===== config.mk =====
export PLATFORM = sky130hd
export DESIGN_NAME = qpv_capture
export DESIGN_NICKNAME = d
export VERILOG_FILES = /design/src/logic/qpv_pkg.sv /design/src/logic/qpv_edge_if.sv /design/src/logic/qpv_decoder.sv /design/src/logic/qpv_capture.sv
export SDC_FILE = /design/constraint.sdc
export NUM_CORES = 1
export LEC_CHECK = 0
export ABC_AREA = 1
export BUFFER_PORTS_ARGS = -buffer_cell sky130_fd_sc_hd__buf_2
export CAP_MARGIN = 40
export CORE_MARGIN = 3
export CORE_UTILIZATION = 35
export CTS_CLUSTER_SIZE = 8
export DETAILED_ROUTE_END_ITERATION = 16
export MAX_ROUTING_LAYER = met4
export PLACE_DENSITY_LB_ADDON = 0.05
export REMOVE_ABC_BUFFERS = 1
export SLEW_MARGIN = 5
export SYNTH_ARGS = -nofsm -noshare
export SYNTH_HDL_FRONTEND = slang
export SYNTH_SLANG_ARGS = --single-unit

===== constraint.sdc =====
create_clock -name clk -period 9.7 [get_ports clk]
set_input_delay 2.91 -clock clk [delete_from_list [all_inputs] [get_ports clk]]
set_output_delay 2.91 -clock clk [all_outputs]
set_load 0.03 [all_outputs]

===== src/logic/qpv_pkg.sv =====
// Package: register map, field layout and constants of the position and velocity capture block
package qpv_pkg;
   localparam int          ADDR_W          = 4;
   localparam int          DATA_W          = 32;
   localparam int          SYNC_STAGES     = 2;
   localparam logic [3:0]  ADDR_CTRL       = 4'h0;
   localparam logic [3:0]  ADDR_POSITION   = 4'h1;
   localparam logic [3:0]  ADDR_LIMIT      = 4'h2;
   localparam logic [3:0]  ADDR_PERIOD     = 4'h3;
   localparam logic [3:0]  ADDR_VELOCITY   = 4'h4;
   localparam logic [3:0]  ADDR_STATUS     = 4'h5;
   localparam logic [3:0]  ADDR_INT_STAT   = 4'h6;
   localparam logic [3:0]  ADDR_INT_MASK   = 4'h7;
   // Control register fields
   localparam int          CTRL_ENABLE     = 0;
   localparam int          CTRL_VEL_EN     = 1;
   localparam int          CTRL_BOTH       = 2;
   localparam int          CTRL_RST_IDX    = 3;
   localparam int          CTRL_CLKDIR     = 4;
   localparam int          CTRL_SWAP       = 5;
   localparam int          CTRL_DIV_LSB    = 8;
   localparam int          CTRL_DIV_W      = 3;
   localparam int          CTRL_W          = 11;
   // Interrupt bits
   localparam int          INT_ERROR       = 0;
   localparam int          INT_DIR         = 1;
   localparam int          INT_TIMER       = 2;
   localparam int          INT_INDEX       = 3;
   localparam int          INT_W           = 4;
   // Status register fields
   localparam int          STAT_ERROR      = 0;
   localparam int          STAT_DIR        = 1;
   localparam int          STAT_IDX_SEEN   = 2;
   localparam logic [CTRL_W-1:0] CTRL_RESET   = 11'h000;
   localparam logic [31:0]       LIMIT_RESET  = 32'hFFFFFFFF;
   localparam logic [31:0]       PERIOD_RESET = 32'h00000001;
   localparam int          PREDIV_MAX_LOG2 = 7;
endpackage : qpv_pkg


===== src/logic/qpv_edge_if.sv =====
// Interface: decoded encoder events passed from the decoder to the counters
`timescale 1ns/100ps
interface qpv_edge_if;
   logic step;
   logic forward;
   logic index;
   logic error;
   modport decoder (output step, output forward, output index, output error);
   modport counter (input step, input forward, input index, input error);
endinterface : qpv_edge_if


===== src/logic/qpv_decoder.sv =====
// Module: encoder pin synchroniser and edge decoder
`timescale 1ns/100ps
module qpv_decoder
(
   input  wire logic  clk,            // System clock
   input  wire logic  sys_rst,        // Async reset, active high
   input  wire logic  phase_a_input,  // Encoder channel A pin
   input  wire logic  phase_b_input,  // Encoder channel B pin
   input  wire logic  index_input,    // Encoder index pin
   input  wire logic  swap_channels,  // Swap A and B before decoding
   input  wire logic  clock_direction_input, // Clock on A, direction on B
   input  wire logic  count_both_channels,   // Count B edges too
   qpv_edge_if.decoder ev              // Decoded events
);
   logic [2:0] meta_ff;
   logic [2:0] sync_ff;
   logic [2:0] prev_ff;
   always_ff @(posedge clk or posedge sys_rst)
   begin
      if (sys_rst)
      begin
         meta_ff <= 3'h0;
         sync_ff <= 3'h0;
         prev_ff <= 3'h0;
      end
      else
      begin
         meta_ff <= {index_input, phase_b_input, phase_a_input};
         sync_ff <= meta_ff;
         prev_ff <= sync_ff;
      end
   end
   wire        a_now    = swap_channels ? sync_ff[1] : sync_ff[0];
   wire        b_now    = swap_channels ? sync_ff[0] : sync_ff[1];
   wire        a_old    = swap_channels ? prev_ff[1] : prev_ff[0];
   wire        b_old    = swap_channels ? prev_ff[0] : prev_ff[1];
   wire        a_chg    = a_now ^ a_old;
   wire        b_chg    = b_now ^ b_old;
   // Quadrature: forward when A leads B
   wire        quad_fwd = a_chg ? (a_now ^ b_now) : ~(a_now ^ b_now);
   wire        quad_stp = (a_chg ^ b_chg) & (a_chg | count_both_channels);
   wire        cd_stp   = a_now & ~a_old;
   assign ev.step    = clock_direction_input ? cd_stp : quad_stp;
   assign ev.forward = clock_direction_input ? ~b_now : quad_fwd;
   assign ev.index   = sync_ff[2] & ~prev_ff[2];
   assign ev.error   = ~clock_direction_input & a_chg & b_chg;
endmodule : qpv_decoder


===== src/logic/qpv_capture.sv =====
// Module: quadrature position integrator and velocity capture with register port
// Notes on behaviour
// - Divided pulses reach velocity accumulator; divide factor 1 to 128, powers of two.
// - Accumulate per period; at end store total as velocity and clear.
// - Separate velocity enable; configure before setting it.
// - No velocity accumulation while the whole unit is disabled.
// - Velocity read returns last completed period count, unsigned.
// - Position write loads integrator at once; counting continues from it.
// - Position read returns live value; unaligned until first index in index mode.
// - Count channel A edges only or both, for position and velocity.
// - Index resets position; reverse direction loads the limit instead.
// - Quadrature or clock plus direction input, optional channel swap.
// - Error flagged in quadrature mode when both channels change in one sample.
//
// Our own choices: the placing of the registers and the plain strobed port.
`timescale 1ns/100ps
module qpv_capture
(
   input  wire logic        clk,            // System clock 10 MHz
   input  wire logic        sys_rst,        // Async reset, active high
   input  wire logic        phase_a_input,  // Encoder channel A pin
   input  wire logic        phase_b_input,  // Encoder channel B pin
   input  wire logic        index_input,    // Encoder index pin
   input  wire logic [3:0]  reg_addr,       // Register word address
   input  wire logic [31:0] reg_wdata,      // Write data
   input  wire logic        reg_wr,         // Write strobe
   input  wire logic        reg_rd,         // Read strobe
   output logic      [31:0] reg_rdata,      // Read data, cycle after strobe
   output logic             irq             // Level interrupt
);
   logic [qpv_pkg::CTRL_W-1:0] ctrl_ff;
   logic [31:0]                position_ff;
   logic [31:0]                limit_ff;
   logic [31:0]                period_ff;
   logic [31:0]                accum_ff;
   logic [31:0]                velocity_ff;
   logic [31:0]                tick_ff;
   logic [6:0]                 prediv_ff;
   logic                       error_ff;
   logic                       dir_ff;
   logic                       idx_seen_ff;
   logic [qpv_pkg::INT_W-1:0]  int_stat_ff;
   logic [qpv_pkg::INT_W-1:0]  int_mask_ff;
   logic [31:0]                rdata_ff;
   logic                       irq_ff;

   qpv_edge_if ev ();

   qpv_decoder u_dec
   (
      .clk                   (clk),
      .sys_rst               (sys_rst),
      .phase_a_input         (phase_a_input),
      .phase_b_input         (phase_b_input),
      .index_input           (index_input),
      .swap_channels         (ctrl_ff[qpv_pkg::CTRL_SWAP]),
      .clock_direction_input (ctrl_ff[qpv_pkg::CTRL_CLKDIR]),
      .count_both_channels   (ctrl_ff[qpv_pkg::CTRL_BOTH]),
      .ev                    (ev.decoder)
   );

   function automatic logic [31:0] pick(input logic [3:0] a, input logic [3:0] b);
      pick = (a == b) ? 32'hFFFFFFFF : 32'h00000000;
   endfunction : pick

   wire        enable        = ctrl_ff[qpv_pkg::CTRL_ENABLE];
   wire        vel_on        = enable & ctrl_ff[qpv_pkg::CTRL_VEL_EN];
   wire        reset_on_index = ctrl_ff[qpv_pkg::CTRL_RST_IDX];
   wire [2:0]  velocity_predivider = ctrl_ff[qpv_pkg::CTRL_DIV_LSB +: qpv_pkg::CTRL_DIV_W];
   wire        step          = enable & ev.step;
   wire        err_evt       = enable & ev.error;
   wire        idx_evt       = enable & ev.index;
   wire        dir_evt       = step & (ev.forward != dir_ff);

   wire        wr_ctrl       = reg_wr & (reg_addr == qpv_pkg::ADDR_CTRL);
   wire        wr_pos        = reg_wr & (reg_addr == qpv_pkg::ADDR_POSITION);
   wire        wr_limit      = reg_wr & (reg_addr == qpv_pkg::ADDR_LIMIT);
   wire        wr_period     = reg_wr & (reg_addr == qpv_pkg::ADDR_PERIOD);
   wire        wr_istat      = reg_wr & (reg_addr == qpv_pkg::ADDR_INT_STAT);
   wire        wr_imask      = reg_wr & (reg_addr == qpv_pkg::ADDR_INT_MASK);

   // Position next value; index wins over a step in the same cycle
   wire [31:0] pos_fwd       = (position_ff >= limit_ff) ? 32'h00000000 : position_ff + 32'h00000001;
   wire [31:0] pos_rev       = (position_ff == 32'h00000000) ? limit_ff : position_ff - 32'h00000001;
   wire [31:0] pos_idx       = dir_ff ? 32'h00000000 : limit_ff;
   wire [31:0] nxt_position  = wr_pos ? reg_wdata :
                               (idx_evt & reset_on_index) ? pos_idx :
                               step ? (ev.forward ? pos_fwd : pos_rev) : position_ff;

   // Predivider: terminal count 2^n - 1, so factor 1 passes every step
   wire [6:0]  prediv_tc     = 7'((8'h01 << velocity_predivider) - 8'h01);
   wire        prediv_hit    = step & (prediv_ff == prediv_tc);
   wire [6:0]  nxt_prediv    = ~vel_on ? 7'h00 : step ? (prediv_hit ? 7'h00 : prediv_ff + 7'h01) : prediv_ff;
   wire        vel_pulse     = vel_on & prediv_hit;

   // Period of zero is treated as one tick; software must not program it
   wire        period_end    = vel_on & (tick_ff + 32'h00000001 >= period_ff);
   wire [31:0] accum_inc     = accum_ff + {31'h00000000, vel_pulse};
   wire [31:0] nxt_tick      = (~vel_on | period_end) ? 32'h00000000 : tick_ff + 32'h00000001;
   wire [31:0] nxt_accum     = ~vel_on ? 32'h00000000 : period_end ? 32'h00000000 : accum_inc;
   wire [31:0] nxt_velocity  = period_end ? accum_inc : velocity_ff;

   wire [qpv_pkg::INT_W-1:0] int_set;
   assign int_set[qpv_pkg::INT_ERROR] = err_evt;
   assign int_set[qpv_pkg::INT_DIR]   = dir_evt;
   assign int_set[qpv_pkg::INT_TIMER] = period_end;
   assign int_set[qpv_pkg::INT_INDEX] = idx_evt;
   // Set beats write-one-to-clear so no event is lost
   wire [qpv_pkg::INT_W-1:0] nxt_int_stat = int_set |
                               (int_stat_ff & ~(wr_istat ? reg_wdata[qpv_pkg::INT_W-1:0] : 4'h0));
   wire [qpv_pkg::INT_W-1:0] nxt_int_mask = wr_imask ? reg_wdata[qpv_pkg::INT_W-1:0] : int_mask_ff;
   wire        nxt_irq       = |(nxt_int_stat & nxt_int_mask);

   wire [31:0] status_word   = {29'h00000000, idx_seen_ff, dir_ff, error_ff};
   wire [31:0] nxt_rdata     = ~reg_rd ? 32'h00000000 :
                               (pick(reg_addr, qpv_pkg::ADDR_CTRL)     & {21'h000000, ctrl_ff})     |
                               (pick(reg_addr, qpv_pkg::ADDR_POSITION) & position_ff)               |
                               (pick(reg_addr, qpv_pkg::ADDR_LIMIT)    & limit_ff)                  |
                               (pick(reg_addr, qpv_pkg::ADDR_PERIOD)   & period_ff)                 |
                               (pick(reg_addr, qpv_pkg::ADDR_VELOCITY) & velocity_ff)               |
                               (pick(reg_addr, qpv_pkg::ADDR_STATUS)   & status_word)               |
                               (pick(reg_addr, qpv_pkg::ADDR_INT_STAT) & {28'h0000000, int_stat_ff}) |
                               (pick(reg_addr, qpv_pkg::ADDR_INT_MASK) & {28'h0000000, int_mask_ff});

   always_ff @(posedge clk or posedge sys_rst)
   begin
      if (sys_rst)
      begin
         ctrl_ff   <= qpv_pkg::CTRL_RESET;
         limit_ff  <= qpv_pkg::LIMIT_RESET;
         period_ff <= qpv_pkg::PERIOD_RESET;
      end
      else
      begin
         if (wr_ctrl)
            ctrl_ff <= reg_wdata[qpv_pkg::CTRL_W-1:0];
         if (wr_limit)
            limit_ff <= reg_wdata;
         if (wr_period)
            period_ff <= reg_wdata;
      end
   end

   always_ff @(posedge clk or posedge sys_rst)
   begin
      if (sys_rst)
      begin
         position_ff <= 32'h00000000;
         prediv_ff   <= 7'h00;
         tick_ff     <= 32'h00000000;
         accum_ff    <= 32'h00000000;
         velocity_ff <= 32'h00000000;
      end
      else
      begin
         position_ff <= nxt_position;
         prediv_ff   <= nxt_prediv;
         tick_ff     <= nxt_tick;
         accum_ff    <= nxt_accum;
         velocity_ff <= nxt_velocity;
      end
   end

   // Error indicator is sticky until a control write while the unit is off
   always_ff @(posedge clk or posedge sys_rst)
   begin
      if (sys_rst)
      begin
         error_ff    <= 1'b0;
         dir_ff      <= 1'b1;
         idx_seen_ff <= 1'b0;
      end
      else
      begin
         error_ff    <= err_evt | (error_ff & ~(wr_ctrl & ~enable));
         if (step)
            dir_ff <= ev.forward;
         idx_seen_ff <= idx_evt | (idx_seen_ff & ~wr_pos);
      end
   end

   always_ff @(posedge clk or posedge sys_rst)
   begin
      if (sys_rst)
      begin
         int_stat_ff <= 4'h0;
         int_mask_ff <= 4'h0;
         rdata_ff    <= 32'h00000000;
         irq_ff      <= 1'b0;
      end
      else
      begin
         int_stat_ff <= nxt_int_stat;
         int_mask_ff <= nxt_int_mask;
         rdata_ff    <= nxt_rdata;
         irq_ff      <= nxt_irq;
      end
   end

   assign reg_rdata = rdata_ff;
   assign irq       = irq_ff;
endmodule : qpv_capture


==> results.md <==
- Fillers: 4999
- Ys async rst share: 100%
- Clk sinks: around 260
- Postcts setup bufs: 0
- Share of post-route cells with drive strength above 1: 9.56%
- Worst Path Required: 10.12 ns
- Post-Route Utilization: 40.3%
- Reg2Reg Launch Point: tick_ff[0]$_DFF_PP0_
- Seq/Total Area, Yosys: between 30% and 40%
- Worst setup margin: roughly 4.7 ns
- Critical R2R Capture: tick_ff[29]$_DFF_PP0_
- CTS Root Cell: clkbuf_16
- IO Count: 76
- First-pass GRT wire length: ~95000 µm
- Placed wire-length estimate: 46400 µm
- Setup crit start: reg_addr[2]
- Routed Antenna Nets: 0
- Total congestion overflow: 0
- Startpoint Class: input pin
- RSZ-0062 raised after global routing: no
- Synth Area per Inst: 7.11 µm²
- P&R area growth vs syn: 12.7%
- Synth Flop Type: dfrtp_1
- WS Path Type: in -> reg
- Dpl cells: roughly 3.0k
- Gp weighted congestion: around 0.96
- Die width: 225 µm
- Clock Path Buffers: 3
- CP max FO: 43
- Crit share post-route: 51.3%
- R2R cell count: 17
- Worst Hold Depth: 0
- Flop2flop setup slack: 5.24 ns
- Initial antenna violation count: 1
- Count of pins over their slew limit: 0
- Hold_sp: u_dec.meta_ff[1]$_DFF_PP0_
- Final Non-Filler Cells: 3033
- GRT Util Overall: 25.2%
- Clk slew on worst S/H paths: ~0.05 ns
- Vias in the first global route: 15.5k
- Max-slew headroom: 44.2%
- Final routed DRC violation total: 0
- H-tree levels: 2
- Hold crit path type: reg -> reg
- FP Rows: 79
- Die ar.: about 50000 µm²
- LEAKAGE: 9.17 nW
- Total CTS buffers: 39
- Latest clock arrival within the worst-skew pair: 0.55 ns
- Arrival time worst endpoint: 5.39 ns
- Number of synthesized flops with an enable pin: 0
- Number of synthesized register bits: between 200 and 300
- Status: finished clean
- Diodes inserted: 0
- Final net count: roughly 2.5k
- Worst Skew: 0.0227 ns
- Drt first pass iters: 7
- Final hold viol count: 0
- Mapped cell area: 16800 µm²
- Final setup viols: 0
- Setup TNS: 0 ns
- Hold_ws: 0.345 ns
- CP endpoint kind: register
- Gates resized, CTS repair: 0
- Via-to-Cell Ratio: 5.18
- Syn. warnings: 0
- Starting Density: 35.8%
- CTS tree: done
- Hold_buf cts: 0
- P per Cell Area: 223 nW/µm²
- Fmax achieved: 0.201 GHz
- Vias: approximately 16k
- PortBufs: 75
- Final WL: 61400 µm
- Post-Synthesis Cells: 2364
- Netlist cell types: 50
- Worst slew pin tran: 0.836 ns
- Max-cap viol count: 0
- Maximum vdd drop: 101 µV
- Core Region: 47000 µm²
- Min-Delay Endpoint: u_dec.sync_ff[1]$_DFF_PP0_
- Routed length per placed instance: approximately 20 µm
- Largest net degree at the start of global routing: 91
- Height of the chip: around 230 µm
- Pre-CTS WS: 4.20 ns
- Fin crit period: 4.97 ns
- DR iter-0 viols: 1258
-- worst max-delay path, cell delays in order --
cell and delay [ns]:
buf_2 0.10, nor2_1 0.20, nand2_1 0.08, buf_4 0.25, inv_1 0.17, nand2_2 0.19
buf_12 0.23, nand3_4 0.45, clkinv_1 0.53, nand2_1 0.17, nand2_1 0.07
-- power by group --
part | internal (mW) | switching [mW]
clock | 0.773 | 0.509
combinational | 0.454 | 0.941
sequential | 1.27 | 0.268
total | 2.49 | 1.72
-- per-layer routing --
metal	up-vias	part of all wire, %	track usage [%]
li1	7711	-	-
met1	7429	47	34.9
met2	465	44	37.9
met3	104	5.7	3.66
met4	0	3.7	9.00
met5	-	0	-
-- cell usage after synthesis, types with 2 or more instances --
cell type | n | area [µm²]
nand2_4 | 2 | 22.5
nand2_2 | 8 | 50.1
buf_2 | 22 | 110
ha_1 | 72 | 901
or3_1 | 2 | 12.5
nor2_4 | 2 | 22.5
buf_6 | 5 | 56.3
clkbuf_1 | 57 | 214
xor2_1 | 63 | 552
xnor2_1 | 17 | 149
nor4_1 | 10 | 62.6
inv_1 | 302 | 1130
a21o_1 | 3 | 22.5
a221oi_1 | 7 | 61.3
nor3_1 | 28 | 140
or2_2 | 3 | 18.8
a21oi_1 | 112 | 561
inv_2 | 12 | 45.0
buf_4 | 4 | 30.0
nor2_1 | 269 | 1010
nand3b_1 | 5 | 37.5
dfrtp_1 | 229 | 5730
o21ai_1 | 13 | 65.1
clkinv_1 | 3 | 11.3
nand4_1 | 38 | 238
nand3_1 | 141 | 706
a31oi_1 | 17 | 106
nand2_1 | 630 | 2360
nor2_2 | 17 | 106
dfstp_2 | 34 | 893
a41oi_1 | 2 | 17.5
and3_1 | 2 | 12.5
o211ai_1 | 2 | 15.0
o211ai_2 | 5 | 62.6
o22ai_1 | 50 | 313
o21ai_0 | 162 | 811
-- kinds of logic (layout without fill, tap and decap cells) --
logic type               count (synthesis)  count (layout)  share of synthesized area, %
AND/OR/NAND/NOR                       1163            1163                          29.0
adder cells (fa/ha/maj)                 72              72                          5.36
buffers and inverters                  405             467                          9.53
AO/OA/AOI/OAI                          381             381                          12.5
flip-flops                             263             263                          39.4
XOR/XNOR                                80              80                          4.17
-- layout make-up --
class	instances	area, µm²	share of cell area (%)
clock inverter	4	60.1	0.317
sequential	263	6620	35.0
multi-input combinational	1696	8590	45.4
timing repair buffer	93	648	3.42
clock buffer	53	1050	5.55
tap	607	759	4.01
inverter	317	1200	6.33
-- registers in the layout, summed over array words and instances, names as in the netlist, 3 cells and up --
signal	cells
u_dec.sync_ff	3
u_dec.meta_ff	3
int_mask_ff	4
int_stat_ff	4
reg_rdata	32
position_ff	32
tick_ff	32
velocity_ff	32
prediv_ff	7
accum_ff	32
period_ff	32
limit_ff	32
u_dec.prev_ff	3
ctrl_ff	11
-- metrics by stage --
stage                     cell area [µm²]  total power, mW
after floorplan                     16400             2.41
after global placement              17600             2.90
after detailed placement            17800             2.93
after CTS                           18900             4.25
after global routing                18900             4.52
final                               18900             4.21
-- cell usage in the layout, fill, tap and decap left out, types with 18 or more instances in the layout --
cell	n
dfrtp_1	229
inv_1	301
buf_2	75
nor2_1	268
a21oi_1	112
ha_1	72
dfstp_2	34
nand3_1	141
o21ai_0	162
nor2_2	18
nand4_1	38
xor2_1	63
nand2_1	626
o22ai_1	50
nor3_1	28
clkbuf_16	40
-- how the worst max path moves through the flow --
| stage | endpoint | slack (ns) | cells past startpoint |
|---|---|---|---|
| 4_1_cts | position_ff[27]$_DFFE_PP0P_ | 4.79 | 11 |
| 2_1_floorplan | accum_ff[0]$_DFF_PP0_ | -0.39 | 1 |
| 5_1_grt | position_ff[18]$_DFFE_PP0P_ | 4.55 | 11 |
| 3_5_place_dp | position_ff[1]$_DFFE_PP0P_ | 4.20 | 11 |
| 3_3_place_gp | position_ff[1]$_DFFE_PP0P_ | 3.84 | 10 |
| 6_report | position_ff[23]$_DFFE_PP0P_ | 4.73 | 11 |
Power figures use the tool's default switching activity.
